## src/core/usb_cmd_pkg.sv

```systemverilog
// Constants for the device-side command decoder: command codes, fields, limits.
// Assumes a 16-bit host bus with a command/data select line and one clock.
// Operation
// - select high means command byte, low data
// - no-data commands run at once; LSW first
// - code 01 loads control IN; 00, 11 illegal
// - codes 02-0F write IN endpoints, size-limited
// - code 10 reads control OUT buffer
// - codes 12-1F read OUT endpoints, size-limited
// - 4x stall, 8x unstall, no data
// - 5x return one endpoint status word
// - 61-6F validate IN buffer; 60 illegal
// - 70, 72-7F clear OUT buffer; 71 illegal
// - Dx returns status copy, clears nothing
// - F4 acknowledges setup on endpoint 0
// - Ax returns error code, upper byte invalid
// - B0 plus one word unlocks register writes
// - C0 returns interrupt source, LSW first
// - N bytes take (N+1)/2 words
// - USB bus reset disables every endpoint
// - allocate after all 16 setups, in order
// - size/enable change invalidates all FIFO contents
// - setup byte: enable, dir, dbl, iso, size
// - direction 0 OUT/read, 1 IN/write
// - 2x write, 3x read endpoint setup
package usb_cmd_pkg;
  localparam int          NUM_EP          = 16;
  localparam logic [7:0]  SETUP_RESET     = 8'h00;
  localparam int          BIT_FIFO_EN     = 7;
  localparam int          BIT_DIR         = 6;
  localparam int          BIT_DBL         = 5;
  localparam int          BIT_ISO         = 4;
  localparam int          SIZE_MSB        = 3;
  localparam int          SIZE_LSB        = 0;
  localparam int          CTRL_MAX_BYTES  = 64;
  localparam int          ISO_MAX_BYTES   = 1023;
  localparam logic [9:0]  CTRL_MAX_WORDS  = 10'((CTRL_MAX_BYTES + 1) / 2);
  localparam logic [9:0]  ISO_MAX_WORDS   = 10'((ISO_MAX_BYTES + 1) / 2);
  localparam logic [3:0]  GRP_WR_BUF      = 4'h0;
  localparam logic [3:0]  GRP_RD_BUF      = 4'h1;
  localparam logic [3:0]  GRP_WR_SETUP    = 4'h2;
  localparam logic [3:0]  GRP_RD_SETUP    = 4'h3;
  localparam logic [3:0]  GRP_STALL       = 4'h4;
  localparam logic [3:0]  GRP_RD_STATUS   = 4'h5;
  localparam logic [3:0]  GRP_VALIDATE    = 4'h6;
  localparam logic [3:0]  GRP_CLEAR       = 4'h7;
  localparam logic [3:0]  GRP_UNSTALL     = 4'h8;
  localparam logic [3:0]  GRP_RD_ERROR    = 4'ha;
  localparam logic [3:0]  GRP_RD_COPY     = 4'hd;
  localparam logic [7:0]  CMD_ILL_WR      = 8'h00;
  localparam logic [7:0]  CMD_ILL_RD      = 8'h11;
  localparam logic [7:0]  CMD_ILL_VAL     = 8'h60;
  localparam logic [7:0]  CMD_ILL_CLR     = 8'h71;
  localparam logic [7:0]  CMD_UNLOCK      = 8'hb0;
  localparam logic [7:0]  CMD_RD_IRQ      = 8'hc0;
  localparam logic [7:0]  CMD_ACK_SETUP   = 8'hf4;
  localparam logic [3:0]  LAST_EP_INDEX   = 4'hf;
  localparam int          FIFO_WORDS      = 32;

  typedef enum logic [3:0] {
    KIND_NONE     = 4'h0,
    KIND_WR_BUF   = 4'h1,
    KIND_RD_BUF   = 4'h2,
    KIND_WR_SETUP = 4'h3,
    KIND_RD_WORD  = 4'h4,
    KIND_STALL    = 4'h5,
    KIND_UNSTALL  = 4'h6,
    KIND_VALIDATE = 4'h7,
    KIND_CLEAR    = 4'h8,
    KIND_ACK      = 4'h9,
    KIND_UNLOCK   = 4'ha,
    KIND_RD_IRQ   = 4'hb
  } cmd_kind_type;

  typedef enum logic [2:0] {
    ST_IDLE     = 3'h0,
    ST_WR_BUF   = 3'h1,
    ST_RD_BUF   = 3'h2,
    ST_WR_SETUP = 3'h3,
    ST_RD_WORD  = 3'h4,
    ST_IRQ_LO   = 3'h5,
    ST_IRQ_HI   = 3'h6,
    ST_UNLOCK   = 3'h7
  } cmd_state_type;
endpackage

```

## src/core/usb_cmd_decoder.sv

```systemverilog
// Device-side command decoder: command/data bus, endpoint setup bank, stall,
// validate, clear, status and interrupt readout, IN data through a word FIFO.
// Assumes all inputs synchronous to ref_clk; the USB engine consumes tx words.
`timescale 1ns/1ps
module usb_cmd_decoder
  import usb_cmd_pkg::*;
#(
  parameter int FIFO_DEPTH = FIFO_WORDS
) (
  // clock and reset
  input  wire logic                ref_clk,
  input  wire logic                reset_n,
  input  wire logic                clk_en,
  // host bus
  input  wire logic                cmd_data_select,
  input  wire logic                bus_wr,
  input  wire logic                bus_rd,
  input  wire logic [15:0]         bus_wr_data,
  output logic [15:0]              bus_rd_data,
  output logic                     bus_rd_valid,
  output logic                     bus_wr_ready,
  // USB engine status
  input  wire logic                usb_bus_reset,
  input  wire logic                device_lock,
  input  wire logic [NUM_EP*8-1:0] endpoint_state_reg,
  input  wire logic [NUM_EP*8-1:0] endpoint_error_reg,
  input  wire logic [31:0]         irq_source_reg,
  // IN data towards the engine
  output logic [15:0]              tx_data,
  output logic                     tx_valid,
  input  wire logic                tx_ready,
  output logic [3:0]               tx_ep,
  // OUT data from the engine
  input  wire logic [15:0]         rx_data,
  input  wire logic                rx_avail,
  output logic                     rx_pop,
  // endpoint actions
  output logic [NUM_EP-1:0]        ep_stall,
  output logic                     ep_validate,
  output logic                     ep_clear,
  output logic                     status_taken,
  output logic                     setup_ack,
  output logic [3:0]               cmd_ep,
  output logic                     fifo_alloc_start,
  output logic                     fifo_invalidate,
  output logic                     setup_locked,
  output logic [NUM_EP*8-1:0]      endpoint_setup_flat
);
  initial begin
    if (FIFO_DEPTH < 2) $error("usb_cmd_decoder: fifo depth too small");
  end

  function automatic cmd_kind_type decode_kind(input logic [7:0] code);
    cmd_kind_type k;
    k = KIND_NONE;
    case (code[7:4])
      GRP_WR_BUF:    k = (code == CMD_ILL_WR)  ? KIND_NONE : KIND_WR_BUF;
      GRP_RD_BUF:    k = (code == CMD_ILL_RD)  ? KIND_NONE : KIND_RD_BUF;
      GRP_WR_SETUP:  k = KIND_WR_SETUP;
      GRP_RD_SETUP:  k = KIND_RD_WORD;
      GRP_STALL:     k = KIND_STALL;
      GRP_RD_STATUS: k = KIND_RD_WORD;
      GRP_VALIDATE:  k = (code == CMD_ILL_VAL) ? KIND_NONE : KIND_VALIDATE;
      GRP_CLEAR:     k = (code == CMD_ILL_CLR) ? KIND_NONE : KIND_CLEAR;
      GRP_UNSTALL:   k = KIND_UNSTALL;
      GRP_RD_ERROR:  k = KIND_RD_WORD;
      GRP_RD_COPY:   k = KIND_RD_WORD;
      default: begin
        if (code == CMD_UNLOCK) k = KIND_UNLOCK;
        else if (code == CMD_RD_IRQ) k = KIND_RD_IRQ;
        else if (code == CMD_ACK_SETUP) k = KIND_ACK;
        else k = KIND_NONE;
      end
    endcase
    return k;
  endfunction

  function automatic logic [9:0] word_limit(input logic [7:0] setup);
    return setup[BIT_ISO] ? ISO_MAX_WORDS : CTRL_MAX_WORDS;
  endfunction

  logic [7:0]    setup_reg [NUM_EP];
  cmd_state_type state_reg;
  logic [7:0]    code_reg;
  logic [9:0]    word_cnt_reg;
  logic [9:0]    limit_reg;
  logic [15:0]   irq_hi_reg;
  logic [3:0]    seq_reg;
  logic          cmd_strobe;
  logic          data_wr;
  logic          data_rd;
  logic [7:0]    code_in;
  logic [3:0]    idx_in;
  cmd_kind_type  kind_in;
  logic [7:0]    new_setup;
  logic [7:0]    old_setup;
  logic          fifo_in_valid;
  logic          fifo_in_ready;
  logic          buf_wr_take;
  logic          setup_wr_take;
  logic          status_read;

  assign cmd_strobe    = clk_en && bus_wr && cmd_data_select;
  assign data_wr       = clk_en && bus_wr && !cmd_data_select;
  assign data_rd       = clk_en && bus_rd && !cmd_data_select;
  assign code_in       = bus_wr_data[7:0];
  assign idx_in        = code_in[3:0];
  assign kind_in       = decode_kind(code_in);
  assign buf_wr_take   = data_wr && state_reg == ST_WR_BUF && fifo_in_ready && word_cnt_reg < limit_reg;
  assign fifo_in_valid = data_wr && state_reg == ST_WR_BUF && word_cnt_reg < limit_reg;
  assign setup_wr_take = data_wr && state_reg == ST_WR_SETUP && !setup_locked;
  assign new_setup     = bus_wr_data[7:0];
  assign old_setup     = setup_reg[code_reg[3:0]];
  assign status_read   = data_rd && state_reg == ST_RD_WORD && code_reg[7:4] == GRP_RD_STATUS;

  // command sequencing
  always_ff @(posedge ref_clk) begin
    if (!reset_n) begin
      state_reg    <= ST_IDLE;
      code_reg     <= 8'h00;
      word_cnt_reg <= 10'h000;
      limit_reg    <= 10'h000;
    end else if (clk_en) begin
      if (cmd_strobe) begin
        code_reg     <= code_in;
        word_cnt_reg <= 10'h000;
        limit_reg    <= word_limit(setup_reg[idx_in]);
        case (kind_in)
          KIND_WR_BUF:   state_reg <= ST_WR_BUF;
          KIND_RD_BUF:   state_reg <= ST_RD_BUF;
          KIND_WR_SETUP: state_reg <= ST_WR_SETUP;
          KIND_RD_WORD:  state_reg <= ST_RD_WORD;
          KIND_RD_IRQ:   state_reg <= ST_IRQ_LO;
          KIND_UNLOCK:   state_reg <= ST_UNLOCK;
          default:       state_reg <= ST_IDLE;
        endcase
      end else begin
        case (state_reg)
          ST_WR_BUF: begin
            if (buf_wr_take) word_cnt_reg <= word_cnt_reg + 10'h001;
          end
          ST_RD_BUF: begin
            if (data_rd && word_cnt_reg < limit_reg) word_cnt_reg <= word_cnt_reg + 10'h001;
          end
          ST_WR_SETUP: begin
            if (data_wr) state_reg <= ST_IDLE;
          end
          ST_UNLOCK: begin
            if (data_wr) state_reg <= ST_IDLE;
          end
          ST_RD_WORD: begin
            if (data_rd) state_reg <= ST_IDLE;
          end
          ST_IRQ_LO: begin
            if (data_rd) state_reg <= ST_IRQ_HI;
          end
          ST_IRQ_HI: begin
            if (data_rd) state_reg <= ST_IDLE;
          end
          default: state_reg <= ST_IDLE;
        endcase
      end
    end
  end

  // read answers, registered one cycle after the strobe
  always_ff @(posedge ref_clk) begin
    if (!reset_n) begin
      bus_rd_data  <= 16'h0000;
      bus_rd_valid <= 1'b0;
      irq_hi_reg   <= 16'h0000;
      rx_pop       <= 1'b0;
    end else if (clk_en) begin
      bus_rd_valid <= data_rd;
      rx_pop       <= 1'b0;
      if (data_rd) begin
        case (state_reg)
          ST_RD_BUF: begin
            if (rx_avail && word_cnt_reg < limit_reg) begin
              bus_rd_data <= rx_data;
              rx_pop      <= 1'b1;
            end else begin
              bus_rd_data <= 16'h0000;
            end
          end
          ST_RD_WORD: begin
            case (code_reg[7:4])
              GRP_RD_SETUP:  bus_rd_data <= {8'h00, setup_reg[code_reg[3:0]]};
              GRP_RD_STATUS: bus_rd_data <= {8'h00, endpoint_state_reg[code_reg[3:0]*8 +: 8]};
              GRP_RD_COPY:   bus_rd_data <= {8'h00, endpoint_state_reg[code_reg[3:0]*8 +: 8]};
              GRP_RD_ERROR:  bus_rd_data <= {8'h00, endpoint_error_reg[code_reg[3:0]*8 +: 8]};
              default:       bus_rd_data <= 16'h0000;
            endcase
          end
          ST_IRQ_LO: begin
            bus_rd_data <= irq_source_reg[15:0];
            irq_hi_reg  <= irq_source_reg[31:16];
          end
          ST_IRQ_HI: bus_rd_data <= irq_hi_reg;
          default:   bus_rd_data <= 16'h0000;
        endcase
      end
    end
  end

  // endpoint action pulses
  always_ff @(posedge ref_clk) begin
    if (!reset_n) begin
      ep_validate  <= 1'b0;
      ep_clear     <= 1'b0;
      setup_ack    <= 1'b0;
      status_taken <= 1'b0;
      cmd_ep       <= 4'h0;
    end else if (clk_en) begin
      ep_validate  <= cmd_strobe && kind_in == KIND_VALIDATE;
      ep_clear     <= cmd_strobe && kind_in == KIND_CLEAR;
      setup_ack    <= cmd_strobe && kind_in == KIND_ACK;
      status_taken <= status_read;
      if (cmd_strobe) cmd_ep <= idx_in;
    end
  end

  // stall flags
  always_ff @(posedge ref_clk) begin
    if (!reset_n) begin
      ep_stall <= '0;
    end else if (clk_en && cmd_strobe) begin
      if (kind_in == KIND_STALL) ep_stall[idx_in] <= 1'b1;
      else if (kind_in == KIND_UNSTALL) ep_stall[idx_in] <= 1'b0;
    end
  end

  // register write lock
  always_ff @(posedge ref_clk) begin
    if (!reset_n) begin
      setup_locked <= 1'b0;
    end else if (clk_en) begin
      if (device_lock) setup_locked <= 1'b1;
      else if (data_wr && state_reg == ST_UNLOCK) setup_locked <= 1'b0;
    end
  end

  // endpoint setup bank
  generate
    for (genvar e = 0; e < NUM_EP; e++) begin : g_setup
      always_ff @(posedge ref_clk) begin
        if (!reset_n) begin
          setup_reg[e] <= SETUP_RESET;
        end else if (clk_en) begin
          if (setup_wr_take && code_reg[3:0] == 4'(e)) begin
            setup_reg[e] <= new_setup;
          end
          if (usb_bus_reset) setup_reg[e][BIT_FIFO_EN] <= 1'b0;
        end
      end
      assign endpoint_setup_flat[e*8 +: 8] = setup_reg[e];
    end
  endgenerate

  // allocation sequence and invalidation
  always_ff @(posedge ref_clk) begin
    if (!reset_n) begin
      seq_reg          <= 4'h0;
      fifo_alloc_start <= 1'b0;
      fifo_invalidate  <= 1'b0;
    end else if (clk_en) begin
      fifo_alloc_start <= 1'b0;
      fifo_invalidate  <= 1'b0;
      if (usb_bus_reset) begin
        seq_reg         <= 4'h0;
        fifo_invalidate <= 1'b1;
      end else if (setup_wr_take) begin
        if (old_setup[BIT_FIFO_EN] != new_setup[BIT_FIFO_EN] ||
            old_setup[SIZE_MSB:SIZE_LSB] != new_setup[SIZE_MSB:SIZE_LSB]) begin
          fifo_invalidate <= 1'b1;
        end
        if (code_reg[3:0] == seq_reg) begin
          if (seq_reg == LAST_EP_INDEX) begin
            fifo_alloc_start <= 1'b1;
            seq_reg          <= 4'h0;
          end else begin
            seq_reg <= seq_reg + 4'h1;
          end
        end else begin
          seq_reg <= (code_reg[3:0] == 4'h0) ? 4'h1 : 4'h0;
        end
      end
    end
  end

  // IN endpoint index for the engine
  always_ff @(posedge ref_clk) begin
    if (!reset_n) begin
      tx_ep <= 4'h0;
    end else if (clk_en && cmd_strobe && kind_in == KIND_WR_BUF) begin
      tx_ep <= idx_in;
    end
  end

  word_fifo #(
    .WIDTH (16),
    .DEPTH (FIFO_DEPTH)
  ) u_tx_fifo (
    .ref_clk   (ref_clk),
    .reset_n   (reset_n),
    .clk_en    (clk_en),
    .flush     (fifo_invalidate),
    .in_data   (bus_wr_data),
    .in_valid  (fifo_in_valid),
    .in_ready  (fifo_in_ready),
    .out_data  (tx_data),
    .out_valid (tx_valid),
    .out_ready (tx_ready)
  );
  assign bus_wr_ready = fifo_in_ready;

  // checks
  AST_STALL_SET: assert property (@(posedge ref_clk) disable iff (!reset_n)
    cmd_strobe && kind_in == KIND_STALL |=> ep_stall[$past(idx_in)])
    else $error("stall code did not set stall");
  AST_UNSTALL_CLR: assert property (@(posedge ref_clk) disable iff (!reset_n)
    cmd_strobe && kind_in == KIND_UNSTALL |=> !ep_stall[$past(idx_in)])
    else $error("unstall code did not clear stall");
  AST_VALIDATE_ONE: assert property (@(posedge ref_clk) disable iff (!reset_n)
    cmd_strobe |=> ep_validate == ($past(code_in[7:4]) == GRP_VALIDATE && $past(code_in) != CMD_ILL_VAL))
    else $error("validate pulse wrong");
  AST_CLEAR_ONE: assert property (@(posedge ref_clk) disable iff (!reset_n)
    cmd_strobe |=> ep_clear == ($past(code_in[7:4]) == GRP_CLEAR && $past(code_in) != CMD_ILL_CLR))
    else $error("clear pulse wrong");
  AST_ACK_SETUP: assert property (@(posedge ref_clk) disable iff (!reset_n)
    cmd_strobe && code_in == CMD_ACK_SETUP |=> setup_ack ##1 !setup_ack || !clk_en)
    else $error("setup acknowledge not a pulse");
  AST_COPY_NO_CLEAR: assert property (@(posedge ref_clk) disable iff (!reset_n)
    data_rd && state_reg == ST_RD_WORD && code_reg[7:4] == GRP_RD_COPY |=> !status_taken)
    else $error("status copy read cleared status");
  AST_BUS_RESET_DIS: assert property (@(posedge ref_clk) disable iff (!reset_n)
    clk_en && usb_bus_reset |=> !setup_reg[0][BIT_FIFO_EN] && !setup_reg[LAST_EP_INDEX][BIT_FIFO_EN])
    else $error("bus reset left endpoint enabled");
  AST_IRQ_ORDER: assert property (@(posedge ref_clk) disable iff (!reset_n)
    data_rd && state_reg == ST_IRQ_LO |=> bus_rd_valid && bus_rd_data == $past(irq_source_reg[15:0]))
    else $error("interrupt low word wrong");
  AST_WORD_LIMIT: assert property (@(posedge ref_clk) disable iff (!reset_n)
    state_reg == ST_WR_BUF |-> word_cnt_reg <= limit_reg)
    else $error("buffer word count past limit");
  AST_ALLOC_LAST: assert property (@(posedge ref_clk) disable iff (!reset_n)
    fifo_alloc_start |-> $past(code_reg[3:0]) == LAST_EP_INDEX && $past(seq_reg) == LAST_EP_INDEX)
    else $error("allocation started out of sequence");
endmodule // usb_cmd_decoder

```

## src/core/word_fifo.sv

```systemverilog
// Word FIFO with a registered output stage and registered full flag.
// Assumes one clock, synchronous active-low reset and a freezing clock enable.
`timescale 1ns/1ps
module word_fifo
  import usb_cmd_pkg::*;
#(
  parameter int WIDTH = 16,
  parameter int DEPTH = FIFO_WORDS
) (
  // clock
  input  wire logic             ref_clk,
  input  wire logic             reset_n,
  input  wire logic             clk_en,
  input  wire logic             flush,
  // fill side
  input  wire logic [WIDTH-1:0] in_data,
  input  wire logic             in_valid,
  output logic                  in_ready,
  // drain side
  output logic [WIDTH-1:0]      out_data,
  output logic                  out_valid,
  input  wire logic             out_ready
);
  localparam int AW = $clog2(DEPTH);
  initial begin
    if (DEPTH < 2 || (1 << AW) != DEPTH || WIDTH < 1) $error("word_fifo: depth must be a power of two");
  end

  logic [WIDTH-1:0] mem_reg [DEPTH];
  logic [AW-1:0]    wr_ptr_reg;
  logic [AW-1:0]    rd_ptr_reg;
  logic [AW:0]      count_reg;
  logic [AW:0]      count_next;
  logic             push;
  logic             pop;

  assign push       = in_valid && in_ready;
  assign pop        = (count_reg != '0) && (!out_valid || out_ready);
  assign count_next = count_reg + (AW+1)'(push) - (AW+1)'(pop);

  always_ff @(posedge ref_clk) begin
    if (clk_en && push) begin
      mem_reg[wr_ptr_reg] <= in_data;
    end
  end

  always_ff @(posedge ref_clk) begin
    if (!reset_n || (clk_en && flush)) begin
      wr_ptr_reg <= '0;
      rd_ptr_reg <= '0;
      count_reg  <= '0;
      in_ready   <= 1'b1;
    end else if (clk_en) begin
      wr_ptr_reg <= wr_ptr_reg + AW'(push);
      rd_ptr_reg <= rd_ptr_reg + AW'(pop);
      count_reg  <= count_next;
      // output stage holds one word, so total stays at DEPTH
      in_ready   <= count_next < (AW+1)'(DEPTH - 1);
    end
  end

  always_ff @(posedge ref_clk) begin
    if (!reset_n || (clk_en && flush)) begin
      out_valid <= 1'b0;
      out_data  <= '0;
    end else if (clk_en) begin
      if (pop) begin
        out_valid <= 1'b1;
        out_data  <= mem_reg[rd_ptr_reg];
      end else if (out_ready) begin
        out_valid <= 1'b0;
      end
    end
  end
endmodule // word_fifo

```

## config.mk

```make
export PLATFORM = sky130hd
export DESIGN_NAME = usb_cmd_decoder
export DESIGN_NICKNAME = d
export VERILOG_FILES = /design/src/core/usb_cmd_pkg.sv /design/src/core/usb_cmd_decoder.sv /design/src/core/word_fifo.sv
export SDC_FILE = /design/constraint.sdc
export NUM_CORES = 1
export LEC_CHECK = 0
export BUFFER_PORTS_ARGS = -buffer_cell sky130_fd_sc_hd__buf_4
export CORE_ASPECT_RATIO = 0.75
export CORE_MARGIN = 2
export CORE_UTILIZATION = 45
export DETAILED_ROUTE_END_ITERATION = 12
export GPL_ROUTABILITY_DRIVEN = 1
export GPL_TIMING_DRIVEN = 0
export PLACE_DENSITY = 0.65
export SLEW_MARGIN = 0
export SYNTH_ARGS = -nofsm -noshare
export SYNTH_HDL_FRONTEND = slang
export SYNTH_SLANG_ARGS = --single-unit
```

## constraint.sdc

```tcl
create_clock -name ref_clk -period 5.5 [get_ports ref_clk]
set_input_delay 0.275 -clock ref_clk [delete_from_list [all_inputs] [get_ports ref_clk]]
set_output_delay 0.275 -clock ref_clk [all_outputs]
set_load 0.05 [all_outputs]
```

; ---- Word-level counts from Yosys, hierarchy flattened
; Memories as Yosys holds them, arrays and structs flattened. A register that Yosys moved wholly into a read port is not among the register bits.
; Cells that the tools add are included.
[word_totals]
wordCells = 359
memories = 2
regBits = 118
out_inout_bits = 195
inputBits = 330
ram_bits = 640
[op_classes]
n_lt_le_gt_ge = 4
reduce_logical = 73
addsub = 6
shift = 2
bitwise_logic = 35
muxes = 150
eq_ne = 63
[memory_table]
columns = name, depth, width, read_ports, rd_clocked_by_memory_dff, write_ports, line
row1 = u_tx_fifo.mem_reg, 32, 16, 1, 1, 1, word_fifo.sv:29  ; logic [WIDTH-1:0] mem_reg [DEPTH];
row2 = setup_reg, 16, 8, 18, 1, 16, usb_cmd_decoder.sv:82  ; logic [7:0] setup_reg [NUM_EP];
[ops]
columns = op, n
row1 = $shiftx A128 B8 Y8, 2
row2 = $mux W8, 16
row3 = $mux W1, 104
row4 = $eq A4 B4 Y1 const B, 18
row5 = $pmux W16 S4, 1
row6 = $eq A4 B3 Y1 const B, 13
row7 = $mux W16, 3
row8 = $logic_and A1 B1 Y1, 42
row9 = $mux W10, 4
row10 = $mux W4, 10
row11 = $or A1 B1 Y1, 32
row12 = $pmux W4 S8, 1
row13 = $eq A4 B2 Y1 const B, 7
row14 = $eq A8 B8 Y1 const B, 3
row15 = $pmux W8 S3, 1
row16 = $pmux W10 S2, 1
row17 = $pmux W3 S6, 1
row18 = $and A16 B16 Y16, 1
row19 = $eq A8 B7 Y1 const B, 2
row20 = $not A16 Y16, 1
row21 = $or A16 B16 Y16, 1
row22 = $mux W3, 5
row23 = $reduce_and A2 Y1, 7
row24 = $eq A3 B3 Y1 const B, 4
row25 = 34 further kinds, 53

; ---- Longest topological paths before layout
[depth]
word_depth = 11
ltp_mapped = 13
mapped_depth_nobuf = 13

; ---- Modules after synthesis
; Synthesis repeated with hierarchy kept, for this count alone.
[unflattened]
cells_unflattened = 2257
hier_area_um2 = 34051.4
[by_module_without_submodules]
columns = mod, instances, seq_area_each_um2, area_per_inst_um2, cells_each
row1 = word_fifo, 1, 16055.4, 21082.7, 1039
row2 = usb_cmd_decoder, 1, 5685.5, 12968.7, 1218

; ---- Worst setup path after synthesis
; OpenSTA, ideal clock, no wires.
[synth_timing]
path_kind = register -> register
start = register word_cnt_reg[6]
end = memory u_tx_fifo.mem_reg[20][0] (enable)
path_stages_with_launch = 7
arrival_ns = 2.590
setup_slack_ns = 2.521
t_required_ns = 5.112
setup_ns = 0.388
cell_sequence = dfxtp_1 -> or4b_1 -> o21ai_1 -> nor3b_2 -> or3b_1 -> clkbuf_1 -> nor2_1
[synth_via]
elab_chain_cells = 6
[synth_rtl]
columns = element, line
row1 = "start, declared", usb_cmd_decoder.sv:85  ; logic [9:0] word_cnt_reg;
row2 = "start signal, assigned", usb_cmd_decoder.sv:140  ; if (buf_wr_take) word_cnt_reg <= word_cnt_reg + 10'h001;
row3 = "start signal, assigned", usb_cmd_decoder.sv:143  ; if (data_rd && word_cnt_reg < limit_reg) word_cnt_reg <= word_cnt_reg + 10'h001;
row4 = $lt A10 B10 Y1, usb_cmd_decoder.sv:110  ; assign fifo_in_valid = data_wr && state_reg == ST_WR_BUF && word_cnt_reg < limit_reg;
row5 = $logic_and A1 B1 Y1, usb_cmd_decoder.sv:110
row6 = $logic_and A1 B1 Y1, word_fifo.sv:37  ; assign push = in_valid && in_ready;
row7 = $logic_and A1 B1 Y1, word_fifo.sv:42  ; if (clk_en && push) begin
row8 = $mux W1, word_fifo.sv:42
row9 = $mux W1 (not written as such), word_fifo.sv:43  ; mem_reg[wr_ptr_reg] <= in_data;
row10 = "end, declared", word_fifo.sv:29
; Every way passes these cells.

==> summary.txt <==
Clock tree
  – Max H-tree Level: 3
  – Worst-Skew Late Latency: between 0.6 and 0.7 ns
  – Number of clock sinks: around 770
  – Clock root cell: sky130_fd_sc_hd__clkbuf_16
  – Clock tree from TritonCTS: yes
  – Buffers inserted during post-CTS setup optimization: 0
  – Number of hold buffers added after CTS: 19
  – Clock transition at the registers of the reported paths: 0.07 ns
  – Number of instances resized during post-cts repair: 0
  – Number of buffers created by CTS: 75
  – Max clock buf depth: 3

Timing
  – Setup WS post-layout: 1.71 ns
  – Setup violations, final: 0
  – Shortest clock period the worst path allows after layout: between 3 and 4 ns
  – Hold WS: 0.0443 ns
  – RSZ-0062 raised after global routing: no
  – Setup Skew: between 0.015 and 0.02 ns
  – Final Hold Violating Endpoints: 0
  – Part of the cycle the worst path needs: between 60% and 70%
  – Maximum operating frequency: about 0.26 GHz
  – Slew Limit Headroom: between 20% and 30%
  – Slew of the pin with the lowest slew margin: 1.14 ns
  – Max Slew Vio Count: 0
  – Total negative setup slack: 0 ns

Synthesis
  – Netlist cell types: 75
  – Dominant register cell in the synthesized netlist: sky130_fd_sc_hd__edfxtp_1
  – Mean Syn Cell Area: around 14 um2
  – Synthesis warning total: 0
  – Netlist area before placement: around 34000 um2
  – Post-synth EDFFs: 640
  – Simple-gate share of the synthesized area: between 10% and 20%
  – Parity-gate share of the synthesized area counting xor and xnor cells: 0.714%
  – Largest area contributor in the synthesized netlist: sky130_fd_sc_hd__edfxtp_1
  – Most area-consuming cells after synthesis: sky130_fd_sc_hd__edfxtp_1, sky130_fd_sc_hd__mux4_2, sky130_fd_sc_hd__dfxtp_1
  – Adder and majority cell fraction of the synthesized area: 0.605%
  – Post-synthesis sequential element count: 766
  – Fraction of registers with async set/reset: 0%
  – Net count after synthesis: ~2700
  – Area fraction in compound gates after synthesis: around 6.1%
  – Multiplexer fraction of the synthesized cell area: between 15 and 20%
  – Dominant combinational cell family by area after synthesis: multiplexers
  – Number of instances in the synthesized netlist: 2394
  – Fraction of post-synthesis cell area in the top cell type by area: a little under three fifths
  – Sequential element share of the synthesized area: a little over three fifths

Detailed routing
  – Met3 WL post-DR: between 10 and 15 mm
  – Iteration-0 DRC Markers: ~3400
  – Drt pass-1 iters: 8
  – Total wirelength of the detailed-routed design: 128 mm
  – Top layer reached by signal wires: met5
  – Vias per std cell: around 6.1
  – Number of vias in the routed layout: around 25000
  – Number of remaining DRC errors: 0
  – Detailed-routing wirelength on met1: approximately 52 mm
  – Wirelength per Cell: 31.1 um
  – Amount of wire on met2 after detailed routing: 57.1 mm
  – Remaining number of nets flagged by the antenna check after routing: 0

Worst setup path
  – Kind of critical path: reg -> reg
  – Category of the worst setup path capture point: flip-flop
  – Data required time at the worst endpoint: around 6.0 ns
  – Critical path fanouts, max: 10
  – Data arrival time of the critical path: 4.29 ns
  – Critical Path Start Type: flip-flop

Floorplanning
  – Number of ports placed on the die boundary: roughly 530
  – Core outline area: ~75000 um2
  – Vertical extent of the die: 243 um
  – Row count: between 80 and 90
  – Effective utilization at floorplan: 45.6%
  – Area of the die: just under 80000 um2
  – Die width: roughly 320 um

Global route
  – Antenna violations before repair: 13
  – First-pass GRT wire length: between 150 and 200 mm
  – Overflow left after global routing: 0
  – Tot GR Track Use: roughly 32%
  – Pin count of the biggest net entering global routing: 39
  – Number of global-route vias before repair: 24200

Outcome
  – Run status: complete, no violations

Place
  – Number of buffers inserted by port buffering: between 500 and 600
  – Post-detailed-placement half-perimeter wirelength: ~96 mm
  – Final estimated routing congestion in global placement: 0.966
  – Placed cell count: about 4000
  – Post-placement setup slack: between 1 and 1.5 ns
  – Total placed instance area: roughly 40000 um2

Power and ir drop
  – Sw power: around 4.1 mW
  – Cell-internal power: between 10 and 15 mW
  – P_leak: about 15 nW
  – Clock Power Share: 35.9%
  – Power per Cell Area: between 300 and 400 nW/um2
  – Combinational share of power: roughly a fifth
  – Worst VDD drop: between 0.0003 and 0.0004 V
  – Switching power share of the total: between 20% and 30%
  – Sequential share of power: roughly 44%

Final layout
  – Post-Layout Inst Area: approximately 43000 um2
  – Net total in the final layout: roughly 3400
  – Area Growth Syn to Fin: 23.9%
  – Number of flip-flops under the largest register name: approximately 510
  – Final Instance Count excl. Fillers: between 4000 and 5000
  – Share of final-layout standard cells stronger than drive strength 1: between 30 and 40%

Job
  – Number of violations of the max-capacitance limit: 0

Min path
  – Class of the most critical hold timing path: in -> reg
area by class of cell:
cell class                      count  area (um2)
Fill cell                        6097       32800
Sequential cell                   766       21700
Multi-Input combinational cell   1419       11800
Timing Repair Buffer              556        4320
Clock buffer                       98        2070
Tap cell                         1023        1280
Buffer                            186         788
Clock inverter                     41         449
Inverter                           23        86.3
Antenna cell                        2        5.00
critical path, stage by stage, from the launching register on:
cell and delay (ns):
sky130_fd_sc_hd__dfxtp_1 0.36, sky130_fd_sc_hd__clkbuf_1 0.27, sky130_fd_sc_hd__and2_1 0.17, sky130_fd_sc_hd__clkbuf_1 0.24, sky130_fd_sc_hd__clkbuf_1 0.49, sky130_fd_sc_hd__clkbuf_1 0.59, sky130_fd_sc_hd__nand2_1 0.28, sky130_fd_sc_hd__clkbuf_1 0.39
sky130_fd_sc_hd__nor2_1 0.63, sky130_fd_sc_hd__and2_1 0.22
Yosys cell counts (9+ instances only):
master	instances
sky130_fd_sc_hd__a21oi_1	67
sky130_fd_sc_hd__a222oi_1	10
sky130_fd_sc_hd__a22o_1	10
sky130_fd_sc_hd__a2bb2oi_1	12
sky130_fd_sc_hd__a31oi_1	31
sky130_fd_sc_hd__a32oi_1	25
sky130_fd_sc_hd__and2_1	105
sky130_fd_sc_hd__buf_1	17
sky130_fd_sc_hd__buf_2	33
sky130_fd_sc_hd__clkbuf_1	126
sky130_fd_sc_hd__dfxtp_1	126
sky130_fd_sc_hd__edfxtp_1	640
sky130_fd_sc_hd__ha_1	15
sky130_fd_sc_hd__inv_1	20
sky130_fd_sc_hd__mux2i_1	101
sky130_fd_sc_hd__mux4_2	192
sky130_fd_sc_hd__nand2_1	302
sky130_fd_sc_hd__nand2b_1	9
sky130_fd_sc_hd__nand3_1	58
sky130_fd_sc_hd__nand4_1	11
sky130_fd_sc_hd__nor2_1	133
sky130_fd_sc_hd__nor2b_1	31
sky130_fd_sc_hd__nor3_1	78
sky130_fd_sc_hd__nor4_1	9
sky130_fd_sc_hd__o2111ai_1	15
sky130_fd_sc_hd__o21ai_0	35
sky130_fd_sc_hd__o221ai_1	33
sky130_fd_sc_hd__xnor2_1	18
sky130_fd_sc_hd__xor2_1	10
stage by stage:
| step | power (mW) | util [%] |
|---|---|---|
| floorplan | 8.39 | - |
| global placement | 9.46 | 52.5 |
| detailed placement | 9.48 | 52.9 |
| CTS | 14.7 | 56.4 |
| global route | 15.1 | 56.5 |
| finish | 14.7 | 56.5 |
path summary, 6_finish.rpt:
path | from | end | slack [ns] | depth (start not counted)
worst max register to register | code_reg[0]$_SDFFE_PN0P_ | setup_reg[3][4]$_SDFFCE_PN0P_ | 1.71 | 9
worst max-delay path | code_reg[0]$_SDFFE_PN0P_ | setup_reg[3][4]$_SDFFCE_PN0P_ | 1.71 | 9
worst min-delay path | rx_data[10] | bus_rd_data[10]$_SDFFE_PN0P_ | 0.04 | 4
worst min register to register | limit_reg[9]$_SDFFE_PN0P_ | limit_reg[9]$_SDFFE_PN0P_ | 0.46 | 2
cell usage in the layout, fill, tap and decap left out, types with 58 or more instances in the layout:
cell	netlist	routed
sky130_fd_sc_hd__edfxtp_1	640	640
sky130_fd_sc_hd__nor2_1	133	101
sky130_fd_sc_hd__nor3_1	78	77
sky130_fd_sc_hd__a21oi_1	67	67
sky130_fd_sc_hd__nand3_1	58	58
sky130_fd_sc_hd__and2_1	105	105
sky130_fd_sc_hd__dfxtp_1	126	126
sky130_fd_sc_hd__clkbuf_16	0	77
sky130_fd_sc_hd__clkbuf_1	126	141
sky130_fd_sc_hd__nand2_1	302	302
sky130_fd_sc_hd__mux4_2	192	192
sky130_fd_sc_hd__mux2i_1	101	101
sky130_fd_sc_hd__buf_4	7	529
layer usage:
metal  global-route usage [%]  up-vias
met2                     48.0     1560
li1                         -    10600
met1                     45.7    12900
met5                        0        -
met3                     7.53      226
met4                     11.7       10
logic make-up after synthesis:
family | after synthesis
compound gates | 292
xor+xnor | 28
fa+ha+maj | 16
buf+inv | 209
flops | 766
mux | 300
simple gates | 783
power by group through the flow:
stage               Combinational (mW)  Clock (mW)  Sequential, mW
CTS                               2.91        5.30            6.47
floorplan                         1.54           0            6.85
detailed placement                2.89           0            6.59
global placement                  2.87           0            6.59
global route                      3.09        5.55            6.48
finish                            2.93        5.25            6.47
No activity file was read; power rests on OpenSTA's default activity.
